### src/verilog/rssd_pkg.sv
// rssd_pkg: constants and state type of the reset sequencer
// assumes a 250 MHz system clock; detectors arrive as async pins
// Notes on behaviour
// RQ1: four sources each hold the core reset
// RQ2: reset pin low past 500 ns resets
// RQ3: pin driver holds low past 500 ns
// RQ4: watchdog resets only when enabled and expired
// RQ5: reset inits I/O; fetch starts at zero
// RQ6: select code picks 6, 16K or 1K clocks
// RQ7: real-time part counted in watchdog ticks
// RQ8: wake from sleep runs clock part only
// RQ9: power good starts delay, reset held meanwhile
// RQ10: power loss reasserts reset at once
// RQ11: pin rising edge starts the release delay
// RQ12: enabled brown-out asserts reset immediately
// RQ13: brown-out release uses the same delay
// RQ14: level fuse picks the trigger level
// RQ15: brown-out must persist 9 or 21 us
// RQ16: level fuse sets delays even detector off
// RQ17: watchdog reset pulse lasts one clock
// RQ18: delay starts after watchdog pulse falls
// RQ19: select code resets to 010
// RQ20: counter cleared while any source active
package rssd_pkg;
  localparam int CLK_MHZ     = 250;
  localparam int EXT_MIN_NS  = 500;
  localparam int EXT_FLT_CYC = (EXT_MIN_NS * CLK_MHZ + 999) / 1000;
  localparam int BOD_HI_US   = 9;
  localparam int BOD_LO_US   = 21;
  localparam int BOD_HI_CYC  = BOD_HI_US * CLK_MHZ;
  localparam int BOD_LO_CYC  = BOD_LO_US * CLK_MHZ;
  localparam int CK_SHORT    = 6;
  localparam int CK_MID      = 1024;
  localparam int CK_LONG     = 16384;
  localparam int RT_LO_SHORT = 1024;
  localparam int RT_LO_LONG  = 16384;
  localparam int RT_HI_SHORT = 4096;
  localparam int RT_HI_LONG  = 65536;
  localparam int RT_BOD      = 16;
  localparam int CNT_W       = 17;
  localparam int EXT_W       = 8;
  localparam int BOD_W       = 13;
  localparam logic [2:0]  SEL_RESET = 3'h2;
  localparam logic [3:0]  CTRL_OFS  = 4'h0;
  localparam logic [3:0]  STAT_OFS  = 4'h4;
  localparam int CTRL_SEL_LSB = 0;
  localparam int CTRL_LVL     = 3;
  localparam int CTRL_BOD     = 4;
  localparam int CTRL_WDT     = 5;
  localparam int STAT_RST     = 0;
  localparam int STAT_STALL   = 1;
  localparam int STAT_FSM_LSB = 2;
  localparam int STAT_POR     = 5;
  localparam int STAT_EXT     = 6;
  localparam int STAT_WDT     = 7;
  localparam int STAT_BOD     = 8;
  localparam logic [15:0] BOOT_ADDR = 16'h0000;
  typedef enum logic [2:0] {
    ST_HOLD,
    ST_REAL,
    ST_CLOCK,
    ST_RUN,
    ST_WAKE
  } rssd_state_e;
endpackage : rssd_pkg

### src/verilog/rssd_top.sv
// rssd_top: reset source merge, start-up delay, register slave
// assumes async detector pins and a free-running system clock
//
// The register offsets and the Avalon-MM register port were left to the implementer.
module rssd_top #(
  parameter int CK_LONG_CYC = rssd_pkg::CK_LONG,    // 16K clock part
  parameter int RT_LO_LONG  = rssd_pkg::RT_LO_LONG, // long real part, low level
  parameter int RT_HI_LONG  = rssd_pkg::RT_HI_LONG, // long real part, high level
  parameter int BOD_LO_CYC  = rssd_pkg::BOD_LO_CYC  // 21 us filter
) (
  input  wire logic        clk,             // system clock
  input  wire logic        rst,             // async reset, high
  input  wire logic        clk_en,          // freezes all state when low
  input  wire logic        power_ok,        // above power-on threshold
  input  wire logic        ext_reset_n,     // reset pin, low active
  input  wire logic        bod_below,       // supply below trigger
  input  wire logic        wdt_osc,         // watchdog oscillator
  input  wire logic        wdt_timeout,     // watchdog expiry strobe
  input  wire logic        wake_req,        // wake from sleep strobe
  input  wire logic [3:0]  avs_address,     // byte address
  input  wire logic        avs_read,        // read request
  input  wire logic        avs_write,       // write request
  input  wire logic [31:0] avs_writedata,   // write data
  input  wire logic [3:0]  avs_byteenable,  // byte lanes
  output logic      [31:0] avs_readdata,    // read data
  output logic             avs_waitrequest, // stall
  output logic             core_reset,      // core held in reset
  output logic             io_init,         // load I/O initial values
  output logic             core_stall,      // wake delay running
  output logic             fetch_start,     // release pulse
  output logic      [15:0] boot_addr        // first fetch address
);

  typedef struct packed {
    logic                       por_s1;
    logic                       por_s2;
    logic                       ext_s1;
    logic                       ext_s2;
    logic                       bod_s1;
    logic                       bod_s2;
    logic                       osc_s1;
    logic                       osc_s2;
    logic                       osc_s3;
    logic [rssd_pkg::EXT_W-1:0] ext_cnt;
    logic [rssd_pkg::BOD_W-1:0] bod_cnt;
    logic                       wdt_prev;
    logic                       wdt_pulse;
    rssd_pkg::rssd_state_e      fsm;
    logic [rssd_pkg::CNT_W-1:0] cnt;
    logic                       core_rst;
    logic                       stall;
    logic                       fetch;
    logic [2:0]                 sel;
    logic                       lvl;
    logic                       brownout_enable_fuse;
    logic                       wdten;
    logic                       ack;
    logic [31:0]                rdata;
  } rssd_regs_s;

  // fuses come up delivered; core starts in reset
  // pin stages reset to the idle high level, so no false low follows reset
  localparam rssd_regs_s RST_VAL = '{
    ext_s1:   1'b1,
    ext_s2:   1'b1,
    fsm:      rssd_pkg::ST_HOLD,
    core_rst: 1'b1,
    sel:      rssd_pkg::SEL_RESET,
    default:  '0
  };

  rssd_regs_s                 st;
  rssd_regs_s                 nx;
  logic                       src_por;
  logic                       src_ext;
  logic                       src_wdt;
  logic                       src_bod;
  logic                       any_src;
  logic                       tick;
  logic                       req;
  logic [rssd_pkg::CNT_W-1:0] rt_tgt;
  logic [rssd_pkg::CNT_W-1:0] ck_tgt;
  logic [rssd_pkg::BOD_W-1:0] bod_tgt;
  logic [31:0]                rd;

  // reset sources, all taken from synchronised flops
  assign src_por = ~st.por_s2;
  assign src_ext = st.ext_cnt == rssd_pkg::EXT_W'(rssd_pkg::EXT_FLT_CYC);
  assign src_wdt = st.wdt_pulse;
  // RQ12 gated by enable fuse
  assign src_bod = st.brownout_enable_fuse & (st.bod_cnt >= bod_tgt);
  // RQ1 merge of four sources
  assign any_src = src_por | src_ext | src_wdt | src_bod;
  // one watchdog oscillator period per rising edge
  assign tick    = st.osc_s2 & ~st.osc_s3;
  assign req     = avs_read | avs_write;

  // RQ14 level fuse picks the filter length
  always_comb begin
    if (st.lvl) begin
      bod_tgt = rssd_pkg::BOD_W'(rssd_pkg::BOD_HI_CYC);
    end else begin
      bod_tgt = rssd_pkg::BOD_W'(BOD_LO_CYC);
    end
  end

  // RQ7 real-time part; RQ16 level fuse used regardless
  always_comb begin
    unique case (st.sel)
      3'h0, 3'h3, 3'h6: begin
        rt_tgt = st.lvl ? rssd_pkg::CNT_W'(rssd_pkg::RT_HI_SHORT)
                        : rssd_pkg::CNT_W'(rssd_pkg::RT_LO_SHORT);
      end
      3'h2, 3'h5: begin
        rt_tgt = st.lvl ? rssd_pkg::CNT_W'(RT_HI_LONG)
                        : rssd_pkg::CNT_W'(RT_LO_LONG);
      end
      3'h1, 3'h4, 3'h7: begin
        rt_tgt = rssd_pkg::CNT_W'(rssd_pkg::RT_BOD);
      end
    endcase
  end

  // RQ6 clock-count part from the select code
  always_comb begin
    unique case (st.sel)
      3'h0, 3'h1: begin
        ck_tgt = rssd_pkg::CNT_W'(rssd_pkg::CK_SHORT);
      end
      3'h2, 3'h3, 3'h4: begin
        ck_tgt = rssd_pkg::CNT_W'(CK_LONG_CYC);
      end
      3'h5, 3'h6, 3'h7: begin
        ck_tgt = rssd_pkg::CNT_W'(rssd_pkg::CK_MID);
      end
    endcase
  end

  // next state of every flop in the block
  always_comb begin
    nx = st;
    rd = '0;
    // two-flop synchronisers, first stage feeds only the second
    nx.por_s1 = power_ok;
    nx.por_s2 = st.por_s1;
    nx.ext_s1 = ext_reset_n;
    nx.ext_s2 = st.ext_s1;
    nx.bod_s1 = bod_below;
    nx.bod_s2 = st.bod_s1;
    nx.osc_s1 = wdt_osc;
    nx.osc_s2 = st.osc_s1;
    nx.osc_s3 = st.osc_s2;

    // RQ2 pin low filter, saturates at threshold
    if (st.ext_s2) begin
      nx.ext_cnt = '0;
    end else if (!src_ext) begin
      nx.ext_cnt = st.ext_cnt + 1'b1;
    end

    // RQ15 brown-out persistence filter
    if (!st.bod_s2 || !st.brownout_enable_fuse) begin
      nx.bod_cnt = '0;
    end else if (st.bod_cnt < bod_tgt) begin
      nx.bod_cnt = st.bod_cnt + 1'b1;
    end

    // RQ4 expiry counts only when enabled
    nx.wdt_prev  = wdt_timeout;
    // RQ17 edge detect gives a one-clock pulse
    nx.wdt_pulse = st.wdten & wdt_timeout & ~st.wdt_prev;

    // release sequence: real-time part, then clock part
    nx.fetch = 1'b0;
    unique case (st.fsm)
      rssd_pkg::ST_HOLD: begin
        // RQ9 sources gone, start real-time part
        nx.fsm = rssd_pkg::ST_REAL;
        nx.cnt = '0;
      end
      rssd_pkg::ST_REAL: begin
        if (tick) begin
          if (st.cnt == rt_tgt - 1'b1) begin
            nx.fsm = rssd_pkg::ST_CLOCK;
            nx.cnt = '0;
          end else begin
            nx.cnt = st.cnt + 1'b1;
          end
        end
      end
      rssd_pkg::ST_CLOCK: begin
        if (st.cnt == ck_tgt - 1'b1) begin
          // RQ5 release, fetch from address zero
          nx.fsm   = rssd_pkg::ST_RUN;
          nx.cnt   = '0;
          nx.fetch = 1'b1;
        end else begin
          nx.cnt = st.cnt + 1'b1;
        end
      end
      rssd_pkg::ST_RUN: begin
        // RQ8 wake skips the real-time part
        if (wake_req) begin
          nx.fsm = rssd_pkg::ST_WAKE;
          nx.cnt = '0;
        end
      end
      rssd_pkg::ST_WAKE: begin
        if (st.cnt == ck_tgt - 1'b1) begin
          nx.fsm = rssd_pkg::ST_RUN;
          nx.cnt = '0;
        end else begin
          nx.cnt = st.cnt + 1'b1;
        end
      end
    endcase

    // RQ20 any source restarts and clears the delay
    // covers RQ10, RQ11, RQ13, RQ18 release on the last source
    if (any_src) begin
      nx.fsm   = rssd_pkg::ST_HOLD;
      nx.cnt   = '0;
      nx.fetch = 1'b0;
    end
    nx.core_rst = (nx.fsm == rssd_pkg::ST_HOLD)
                | (nx.fsm == rssd_pkg::ST_REAL)
                | (nx.fsm == rssd_pkg::ST_CLOCK);
    nx.stall    = nx.fsm == rssd_pkg::ST_WAKE;

    // register slave: data captured on the waiting cycle
    nx.ack = req & ~st.ack;
    if (avs_address == rssd_pkg::CTRL_OFS) begin
      rd[rssd_pkg::CTRL_SEL_LSB +: 3] = st.sel;
      rd[rssd_pkg::CTRL_LVL]          = st.lvl;
      rd[rssd_pkg::CTRL_BOD]          = st.brownout_enable_fuse;
      rd[rssd_pkg::CTRL_WDT]          = st.wdten;
    end else if (avs_address == rssd_pkg::STAT_OFS) begin
      rd[rssd_pkg::STAT_RST]          = st.core_rst;
      rd[rssd_pkg::STAT_STALL]        = st.stall;
      rd[rssd_pkg::STAT_FSM_LSB +: 3] = st.fsm;
      rd[rssd_pkg::STAT_POR]          = src_por;
      rd[rssd_pkg::STAT_EXT]          = src_ext;
      rd[rssd_pkg::STAT_WDT]          = src_wdt;
      rd[rssd_pkg::STAT_BOD]          = src_bod;
    end
    if (avs_read && !st.ack) begin
      nx.rdata = rd;
    end
    // writes land on the completing edge only; byte 0 holds all bits
    if (avs_write && st.ack && avs_byteenable[0]
        && avs_address == rssd_pkg::CTRL_OFS) begin
      nx.sel   = avs_writedata[rssd_pkg::CTRL_SEL_LSB +: 3];
      nx.lvl   = avs_writedata[rssd_pkg::CTRL_LVL];
      nx.brownout_enable_fuse = avs_writedata[rssd_pkg::CTRL_BOD];
      nx.wdten = avs_writedata[rssd_pkg::CTRL_WDT];
    end
  end

  // single state register, frozen while clk_en is low
  // RQ19 select code resets to its delivered value
  always_ff @(posedge clk or posedge rst) begin
    if (rst) begin
      st <= RST_VAL;
    end else if (clk_en) begin
      st <= nx;
    end
  end

  // waitrequest drops only on an edge that will really advance
  assign avs_waitrequest = req & ~(st.ack & clk_en);
  assign avs_readdata    = st.rdata;
  assign core_reset      = st.core_rst;
  // RQ5 I/O registers load while reset is held
  assign io_init         = st.core_rst;
  assign core_stall      = st.stall;
  assign fetch_start     = st.fetch;
  assign boot_addr       = rssd_pkg::BOOT_ADDR;
endmodule : rssd_top

### config.mk
export PLATFORM = sky130hd
export DESIGN_NAME = rssd_top
export DESIGN_NICKNAME = d
export VERILOG_FILES = /design/src/verilog/rssd_pkg.sv /design/src/verilog/rssd_top.sv
export SDC_FILE = /design/constraint.sdc
export NUM_CORES = 1
export LEC_CHECK = 0
export ABC_AREA = 1
export BUFFER_PORTS_ARGS = -buffer_cell sky130_fd_sc_hd__buf_2
export CAP_MARGIN = 30
export CORE_ASPECT_RATIO = 0.8
export CORE_MARGIN = 2
export CORE_UTILIZATION = 35
export CTS_CLUSTER_SIZE = 28
export DETAILED_ROUTE_END_ITERATION = 16
export SYNTH_ARGS = -nofsm -noshare
export SYNTH_HDL_FRONTEND = slang
export SYNTH_SLANG_ARGS = --single-unit
### constraint.sdc
create_clock -name clk -period 3.9 [get_ports clk]
set_input_delay 0.585 -clock clk [delete_from_list [all_inputs] [get_ports clk]]
set_output_delay 0.585 -clock clk [all_outputs]
set_load 0.005 [all_outputs]
==> results.tsv, run 1 <==
metric	value	unit
coreArea	13000	µm²
layout-drive-gt1-share	18.5	%
clock_latency	0.34	ns
outcome	completed	
clkTransAtPathRegs	0.06	ns
rows	37	
hold_viol	0	
path_class	flip-flop to flip-flop	
synth_cell_types	42	
arrival	2.84	ns
finalCoreUtilization	39.5	%
ys.flop_type	dfrtp_1	
required	4.18	ns
clockRootBuffer	clkbuf_16	
worstSetupEndpointType	flip-flop	
grt_pass1_wl	17300	µm
synth_seq_cells	71	
leakagePower	0.00277	µW
ctsResizeCount	0	
cts_buffer_depth	2	
timing.fmax	390	MHz
fin_skew	0.0110	ns
setup_ws	1.33	ns
layout_min_cycle_time	2.57	ns
dp_hpwl	7650	µm
syn_inst	616	
finalNonFillerCells	825	
grt-ovfl-total	0	
drc	0	
diodes	0	
powerDensity	358	nW/µm²
r2r-start	st[35]	
postCtsHoldBufs	0	
dp_cells	809	
worst_hold_path_type	input pin to asynchronous set/reset pin	
fp.dieArea	14400	µm²
rsz0062_at_grt	false	
synth.avg_cell_area	7.65	µm²
grt_pass1_vias	3666	
yosysSeqAreaShare	37.8	%
viasPerCell	4.65	
drt_iter0_drc	232	
routedWlPerCell	12.1	µm
worstReg2RegEnd	st[46]	
clock_sinks	71	
netlist_area	4710	µm²
grt_max_degree	28	
synth_edf_count	0	
tritoncts	built	
finalSetupTns	0	ns
holdWs	0.286	ns
worstRegToRegCells	15	
start_kind	flip-flop	
slew_viol_final	0	
dpl_worst_slack	1.34	ns
ant_nets	0	
grt_use_total	14.9	%
maxSlewHeadroom	58.2	%
io_pins	104	
peakVddDrop	0.183	mV
die_x	134	µm
dieHeight	108	µm
fin_nets	706	
final_common_cell	nand2_1	
vias	3836	
firstDrtPassIters	7	
cts-buffers-inserted	9	
initial_utilization	36.2	%
mostFrequentLayoutCells	nand2_1 (146), dfrtp_1 (67), inv_1 (64)	
tightest_slew	0.626	ns
io_buffers	35	
syn_to_final_growth	9.08	%
yosys_warnings	0	
wirelength	9970	µm
reg2reg_slack	1.33	ns
gp_congestion	0.939	
setup_viol	0	
cp_max_fo	14	
antenna_found_initial	0	
cap_violations	0	
h-tree-depth	3	
post-cts-setup-buffers	0	
async_flop_share	100	%
final.period_utilization	65.8	%
==> worst max-delay path by stage <==
stage | slack, ns | endpoint | startpoint | depth (start not counted)
after floorplan | 1.53 | avs_readdata[0] | rst | 1
after global routing | 1.08 | st[45] | st[35] | 15
final | 1.33 | st[46] | st[35] | 15
after detailed placement | 1.34 | st[46] | st[35] | 12
after global placement | 1.40 | st[44] | st[35] | 15
after CTS | 1.34 | st[46] | st[35] | 12
==> synthesized netlist by cell type (2+ instances only) <==
cell type	instances	area share, %
nand2_2	19	2.5
ha_1	10	2.7
nor2_8	2	0.85
nor3_1	15	1.6
clkinv_1	2	0.16
o221ai_1	5	0.93
buf_2	4	0.42
inv_1	65	5.2
dfrtp_1	67	36
nand3_1	37	3.9
dfstp_2	4	2.2
nand4_1	11	1.5
xor2_1	17	3.2
o21ai_0	30	3.2
nor2_2	5	0.66
clkbuf_1	4	0.32
inv_2	10	0.80
nand2_4	14	3.3
a21oi_1	13	1.4
nor3b_1	2	0.32
nand2_1	146	12
buf_4	50	8.0
nor2_1	54	4.3
nand3_2	5	1.1
o31ai_1	6	0.96
nand3b_1	3	0.48
==> routing by layer <==
| metal | global-route usage, % | vias up | wire [µm] |
|---|---|---|---|
| li1 | - | 1935 | - |
| met1 | 20.7 | 1798 | 5010 |
| met2 | 23.2 | 92 | 4380 |
| met3 | 3.01 | 11 | 443 |
| met4 | 4.79 | 0 | 125 |
| met5 | 0 | - | 0 |
==> critical path, cell delays in order (launching register included) <==
cell     delay (ns)
dfrtp_1        0.43
inv_1          0.24
ha_1           0.30
nand2_1        0.07
nand2_1        0.05
nand2_1        0.05
nand2_1        0.06
nand2_1        0.07
nand4_1        0.13
nand2_1        0.17
nand2_2        0.13
nor2_8         0.18
nand2_4        0.09
nor2_8         0.36
nand2_1        0.11
nand2_1        0.07
==> power breakdown <==
part	internal, µW	switching [µW]
Clock	435	334
Combinational	80.2	169
Sequential	785	37.0
==> sequential cells by signal (all words and copies together) (netlist names) <==
name          flops
st               53
avs_readdata      9
nx                5
core_reset        1
core_stall        1
fetch_start       1
src_wdt           1
==> metrics by stage <==
step / cell area (µm²) / power, µW
after floorplan: 4850 / 1050
after global placement: 4840 / 1070
after detailed placement: 4860 / 1080
after CTS: 5140 / 1870
after global routing: 5140 / 1950
final: 5140 / 1840
==> logic make-up (layout without fill, tap and decap cells) <==
kind of cell             after synthesis  after routing  synth area share, %
AO/OA/AOI/OAI                         62             62                 7.70
AND/OR/NAND/NOR                      318            318                 33.1
other                                  1             39               0.0796
flip-flops                            71             71                 37.8
XOR/XNOR                              18             18                 3.35
buffers and inverters                136            132                 15.3
adder cells (fa/ha/maj)               10             10                 2.66
==> area by class of cell <==
class | count | area (µm²)
tap | 175 | 219
multi-input combinational | 447 | 2350
fill | 1319 | 7870
timing repair buffer | 39 | 218
sequential | 71 | 1780
clock inverter | 7 | 53.8
inverter | 77 | 289
clock buffer | 9 | 225
No activity file was read; power rests on OpenSTA's default activity.
==> run 2: changes to the inputs <==
--- a/config.mk
+++ b/config.mk
@@ -5,7 +5,7 @@
 export SDC_FILE = /design/constraint.sdc
 export NUM_CORES = 1
 export LEC_CHECK = 0
-export ABC_AREA = 1
+export ABC_AREA = 0
 export BUFFER_PORTS_ARGS = -buffer_cell sky130_fd_sc_hd__buf_2
 export CAP_MARGIN = 30
 export CORE_ASPECT_RATIO = 0.8
==> constraint.sdc (replaced) <==
create_clock -name clk -period 2.6 [get_ports clk]
set_input_delay 0.39 -clock clk [delete_from_list [all_inputs] [get_ports clk]]
set_output_delay 0.39 -clock clk [all_outputs]
set_load 0.005 [all_outputs]
==> results.tsv, run 2 <==
metric	value	unit	change
outcome	complete, but fails checks		was completed
violations	setup timing		
netlist_area	4510	µm²	was 4710 µm²
grt-ovfl-total	0		unchanged
clkTransAtPathRegs	0.06	ns	about the same
synth_seq_cells	71		unchanged
h-tree-depth	3		unchanged
worstSetupEndpointType	flip-flop		unchanged
syn_inst	488		was 616
comb_power_share	13.8	%	was 13.5%
seqPwrFrac	41.1	%	was 44.7%
layout-drive-gt1-share	27.1	%	was 18.5%
grt_pass1_vias	3370		was 3,666
setup_viol	1		was 0
layout_min_cycle_time	2.61	ns	was 2.57 ns
start_kind	flip-flop		unchanged
grt_pass1_wl	16300	µm	was 17,300 µm
worst_hold_path_type	input pin to asynchronous set/reset pin		unchanged
viasPerCell	4.98		was 4.65
switchingPower	783	µW	was 540 µW
grt_use_total	15.0	%	was 14.9%
clockRootBuffer	clkbuf_16		unchanged
tritoncts	built		unchanged
largest_reg_flops	53		unchanged
fp.dieArea	13800	µm²	was 14,400 µm²
routedWlPerCell	14.0	µm	was 12.1 µm
slew_viol_final	0		unchanged
synthTopCellsByArea	dfrtp_1 (37%), buf_4 (8.5%), mux2_2 (4.5%), nand2_1 (4.2%), o21ai_0 (3.4%)		was dfrtp_1 (36%), nand2_1 (12%), buf_4 (8.0%), inv_1 (5.2%), nor2_1 (4.3%)
cts-buffers-inserted	9		unchanged
drc	0		unchanged
rsz0062_at_grt	true		was false
rows	37		unchanged
synth_edf_count	0		unchanged
synth.avg_cell_area	9.24	µm²	was 7.65 µm²
gp_congestion	0.892		was 0.939
clockPowerShare	45.1	%	was 41.8%
leakagePower	0.00237	µW	was 0.00277 µW
place_area	4830	µm²	was 4860 µm²
largest_register	st		unchanged
crit_chain	or4_4, o311ai_2, o211ai_1, a2111o_1, a32oi_4, buf_12, nor2_4, mux2_2		was inv_1, ha_1, nand2_1, nand2_1, nand2_1, nand2_1, nand2_1, nand4_1, nand2_1, nand2_2, nor2_8, nand2_4, nor2_8, nand2_1, nand2_1
synthTopCellsByCount	dfrtp_1 (67), buf_4 (51), nand2_1 (50)		was nand2_1 (146), dfrtp_1 (67), inv_1 (65)
timing.fmax	383	MHz	was 390 MHz
grt_max_degree	50		was 28
clock_sinks	71		unchanged
final_area	5310	µm²	was 5140 µm²
syn_to_final_growth	17.7	%	was 9.08%
hold_viol	0		unchanged
fin_skew	0.00784	ns	was 0.0110 ns
total_power	2980	µW	was 1840 µW
async_flop_share	100	%	unchanged
cts_buffer_depth	2		unchanged
p_sw_share	26.2	%	was 29.3%
final.period_utilization	100	%	was 65.8%
drt_iter0_drc	275		was 232
arrival	2.82	ns	was 2.84 ns
cp_max_fo	15		was 14
finalNonFillerCells	723		was 825
ant_nets	0		unchanged
dieHeight	106	µm	was 108 µm
firstDrtPassIters	5		was 7
ys.flop_type	dfrtp_1		unchanged
path_class	flip-flop to flip-flop		unchanged
yosys_warnings	0		unchanged
required	2.82	ns	was 4.18 ns
p_int	2200	µW	was 1300 µW
mostFrequentLayoutCells	dfrtp_1 (66), nand2_1 (50), conb_1 (39)		was nand2_1 (146), dfrtp_1 (67), inv_1 (64)
wirelength	10100	µm	was 9970 µm
slowest_delay	0.55	ns	was 0.43 ns
cap_violations	0		unchanged
initial_utilization	35.4	%	was 36.2%
vias	3597		was 3,836
io_pins	104		unchanged
clock_latency	0.33	ns	was 0.34 ns
synth_top_area_share	37.2	%	was 35.6%
maxSlewHeadroom	63.7	%	was 58.2%
dp_cells	702		was 809
peakVddDrop	0.325	mV	was 0.183 mV
antenna_found_initial	1		was 0
final_common_cell	dfrtp_1		was nand2_1
fin_nets	603		was 706
holdWs	0.0834	ns	was 0.286 ns
synth_cell_types	70		was 42
tightest_slew	0.544	ns	was 0.626 ns
coreArea	12700	µm²	was 13,000 µm²
yosysSeqAreaShare	39.5	%	was 37.8%
setup_ws	-0.00816	ns	was 1.33 ns
yosysMostFrequentCell	dfrtp_1		was nand2_1
cp_slowest_cell	or4_4		was dfrtp_1
dp_hpwl	7350	µm	was 7650 µm
yosys.area.top_type	dfrtp_1		unchanged
die_x	131	µm	was 134 µm
io_buffers	35		unchanged
powerDensity	562	nW/µm²	was 358 nW/µm²
-- run 2: changes by cell type after synthesis, moves of 18 or more --
| cell | before | now |
|---|---|---|
| mux2_2 | 0 | 18 |
| inv_1 | 65 | 17 |
| nand3_1 | 37 | 13 |
| nand2_1 | 146 | 50 |
| nand2_2 | 19 | 0 |
| nor2_1 | 54 | 35 |
-- run 2: logic make-up (layout without fill, tap and decap cells) --
family / after synthesis / count (layout) / share of synthesized area, %
compound gates: 108 / 108 / 16.7
xor+xnor: 14 / 14 / 2.72
fa+ha+maj: 10 / 10 / 2.78
buf+inv: 87 / 108 / 12.8
flops: 71 / 71 / 39.5
mux: 26 / 26 / 6.27
other cells: 1 / 40 / 0.0832
simple gates: 171 / 171 / 19.2
-- run 2: worst paths after layout --
kind	startpoint	to	slack, ns	depth (start not counted)
max	st[47]	st[42]	-0.008	8
min	rst	st[67]	0.08	2
max reg2reg	st[47]	st[42]	-0.008	8
min reg2reg	avs_readdata[0]	avs_readdata[0]	0.47	2
max in group asynchronous	rst	st[37]	1.81	3
min in group clk	ext_reset_n	nx[90]	0.29	2
-- run 2: layout make-up --
type,instances,area [µm²]
clock inverters,6,93.8
fillers,1235,7430
well taps,175,219
inverters,17,66.3
flip-flops and latches,71,1780
repair buffers,75,502
multi-input cells,368,2410
clock buffers,10,229
diodes,1,2.50
-- run 2: power groups by stage --
stage	clock, µW	sequential (µW)	combinational [µW]
after floorplan	0	1220	327
after global placement	0	1240	380
after detailed placement	0	1240	392
after CTS	1380	1220	395
after global routing	1430	1240	466
final	1350	1230	410
-- run 2: worst max-delay path, delay by kind of cell, from the launching register on --
| family | cells | cell delay, ns |
|---|---|---|
| flops | 1 | 0.39 |
| simple gates | 2 | 0.62 |
| compound gates | 4 | 1.04 |
| buf+inv | 1 | 0.18 |
| mux | 1 | 0.26 |
-- run 2: layer usage --
metal	part of all wire [%]	track usage (%)	vias to the layer above	wire length [µm]
met5	0	0	-	0
met4	0.56	3.95	0	57
met3	4.0	3.40	5	402
met2	45	23.1	81	4590
met1	50	21.1	1754	5060
li1	-	-	1757	-
-- run 2: through the flow --
stage	setup slack, ns	util (%)	setup TNS, ns
3_5_place_dp	-0.104	37.9	-0.627
3_3_place_gp	-0.0665	37.9	-0.232
4_1_cts	-0.0139	40.6	-0.0139
5_1_grt	-0.0989	41.7	-0.722
2_1_floorplan	0.0512	-	0
6_report	-0.00816	41.7	-0.00816
-- run 2: timing repair --
item / in CTS / in global routing
gates resized for setup: 4 / 15
endpoints found under the setup margin: 15 / 15
setup buffers: 1 / 2
gates cloned: 0 / 1
pin swaps: 0 / 5
hold buffers: 0 / 0
==> run 3: changes to the inputs <==
--- a/config.mk
+++ b/config.mk
@@ -13,6 +13,7 @@
 export CORE_UTILIZATION = 35
 export CTS_CLUSTER_SIZE = 28
 export DETAILED_ROUTE_END_ITERATION = 16
+export REMOVE_ABC_BUFFERS = 1
 export SYNTH_ARGS = -nofsm -noshare
 export SYNTH_HDL_FRONTEND = slang
 export SYNTH_SLANG_ARGS = --single-unit
==> results.tsv, run 3 (synthesis results as in run 2) <==
metric	value	unit	change
cap_violations	0		unchanged
cts_buffer_depth	2		unchanged
final_common_cell	dfrtp_1		unchanged
outcome	complete, but fails checks		unchanged
tightest_slew	0.511	ns	was 0.544 ns
vias	3661		was 3,597
cp_slowest_cell	or4_4		unchanged
slowest_delay	0.54	ns	was 0.55 ns
fin_skew	0.00508	ns	was 0.00784 ns
arrival	2.84	ns	was 2.82 ns
grt_max_degree	53		was 50
start_kind	flip-flop		unchanged
viasPerCell	5.11		was 4.98
worstRegToRegCells	8		unchanged
layout-drive-gt1-share	24.5	%	was 27.1%
reg2reg_slack	-0.02	ns	was -0.008 ns
clkTransAtPathRegs	0.06	ns	about the same
h-tree-depth	3		unchanged
worstSetupEndpointType	flip-flop		unchanged
worstReg2RegEnd	st[42]		unchanged
antenna_found_initial	0		was 1
wirelength	10300	µm	was 10,100 µm
rsz0062_at_grt	true		unchanged
clock_sinks	71		unchanged
drt_iter0_drc	257		was 275
powerDensity	535	nW/µm²	was 562 nW/µm²
die_x	131	µm	unchanged
gp_congestion	0.851		was 0.892
coreArea	12700	µm²	unchanged
leakagePower	0.00233	µW	was 0.00237 µW
cts-buffers-inserted	9		unchanged
final.period_utilization	101	%	was 100%
clock_latency	0.34	ns	was 0.33 ns
io_buffers	35		unchanged
dieHeight	106	µm	unchanged
crit_chain	or4_4, o311ai_2, o211ai_1, a2111o_1, a32oi_4, buf_12, nor2_4, mux2_2		unchanged
syn_to_final_growth	14.0	%	was 17.7%
total_power	2750	µW	was 2980 µW
routedWlPerCell	14.4	µm	was 14.0 µm
hold_viol	0		unchanged
cp_max_fo	15		unchanged
fp.dieArea	13800	µm²	unchanged
fillCellCount	1251		was 1,235
drc	0		unchanged
rows	37		unchanged
largest_register	st		unchanged
setup_viol	1		unchanged
largest_reg_flops	53		unchanged
grt_pass1_wl	17000	µm	was 16,300 µm
path_buf_inv	1		unchanged
maxSlewHeadroom	65.8	%	was 63.7%
io_pins	104		unchanged
clockRootBuffer	clkbuf_16		unchanged
dp_hpwl	7400	µm	was 7350 µm
ant_nets	0		unchanged
postCtsHoldBufs	0		unchanged
grt-ovfl-total	0		unchanged
mostFrequentLayoutCells	dfrtp_1 (67), nand2_1 (50), conb_1 (39)		was dfrtp_1 (66), nand2_1 (50), conb_1 (39)
worst_hold_path_type	input pin to asynchronous set/reset pin		unchanged
crit_family	compound AO/OA/AOI/OAI gates		unchanged
timing.fmax	382	MHz	was 383 MHz
fin_nets	598		was 603
firstDrtPassIters	4		was 5
violations	setup timing		unchanged
r2r-start	st[48]		was st[47]
finalCoreUtilization	40.4	%	was 41.7%
path_class	flip-flop to flip-flop		unchanged
required	2.82	ns	about the same
grt_use_total	15.7	%	was 15.0%
grt_pass1_vias	3358		was 3,370
layout_min_cycle_time	2.62	ns	was 2.61 ns
setup_ws	-0.0178	ns	was -0.00816 ns
slew_viol_final	0		unchanged
peakVddDrop	0.293	mV	was 0.325 mV
tritoncts	built		unchanged
diodes	0		was 1
initial_utilization	35.4	%	unchanged
[run 3: cell types whose count changed in the layout (fill, tap and decap cells not counted), sizes merged]
cell and delta:
buf -5, clkinv +3, bufinv -2, inv -2, clkbuf +1, diode -1
[run 3: what timing repair did]
action                                  4_1_cts  5_1_grt
resized for setup                             1        5
setup buffers                                 1        4
endpoints found under the setup margin        2       19
[run 3: per-layer routing]
layer  global-route usage, %  wire length [µm]  part of all wire (%)  vias up
met4                    4.56               140                   1.4        0
met5                       0                 0                     0        -
met3                    3.96               501                   4.9       14
li1                        -                 -                     -     1750
met1                    22.8              5100                    50     1784
met2                    23.2              4550                    44      113
[run 3: where the power goes]
group,switching (µW),internal (µW),total [µW]
Clock,483,646,1130
Sequential,59.6,1170,1230
Combinational,222,175,397
[run 3: final cells by class]
cell class,count,area (µm²),share of cell area (%)
Clock buffer,11,233,4.53
Inverter,17,63.8,1.24
Multi-Input combinational cell,368,2320,45.1
Clock inverter,5,35.0,0.681
Sequential cell,71,1780,34.7
Timing Repair Buffer,70,492,9.56
Tap cell,175,219,4.26
[run 3: how the worst max path moves through the flow]
stage / startpoint / to / slack, ns / depth (start not counted)
2_1_floorplan: st[35] / st[51] / -0.29 / 9
6_report: st[48] / st[42] / -0.02 / 8
4_1_cts: st[47] / st[42] / -0.006 / 8
3_5_place_dp: st[47] / st[44] / -0.004 / 9
3_3_place_gp: st[48] / st[44] / 0.02 / 9
5_1_grt: st[47] / st[42] / -0.11 / 8
[run 3: per-stage QoR]
stage                     setup TNS, ns  hold slack [ns]  instance area [µm²]  worst slack [ns]  cells
after floorplan                   -2.44            0.471                 4140            -0.289    456
after global placement                0            0.428                 4810            0.0233    696
after detailed placement       -0.00393            0.427                 4810          -0.00352    696
after CTS                      -0.00630           0.0707                 5090          -0.00630    713
after global routing             -0.810           0.0964                 5140            -0.106    717
final                           -0.0178           0.0654                 5140           -0.0178    717
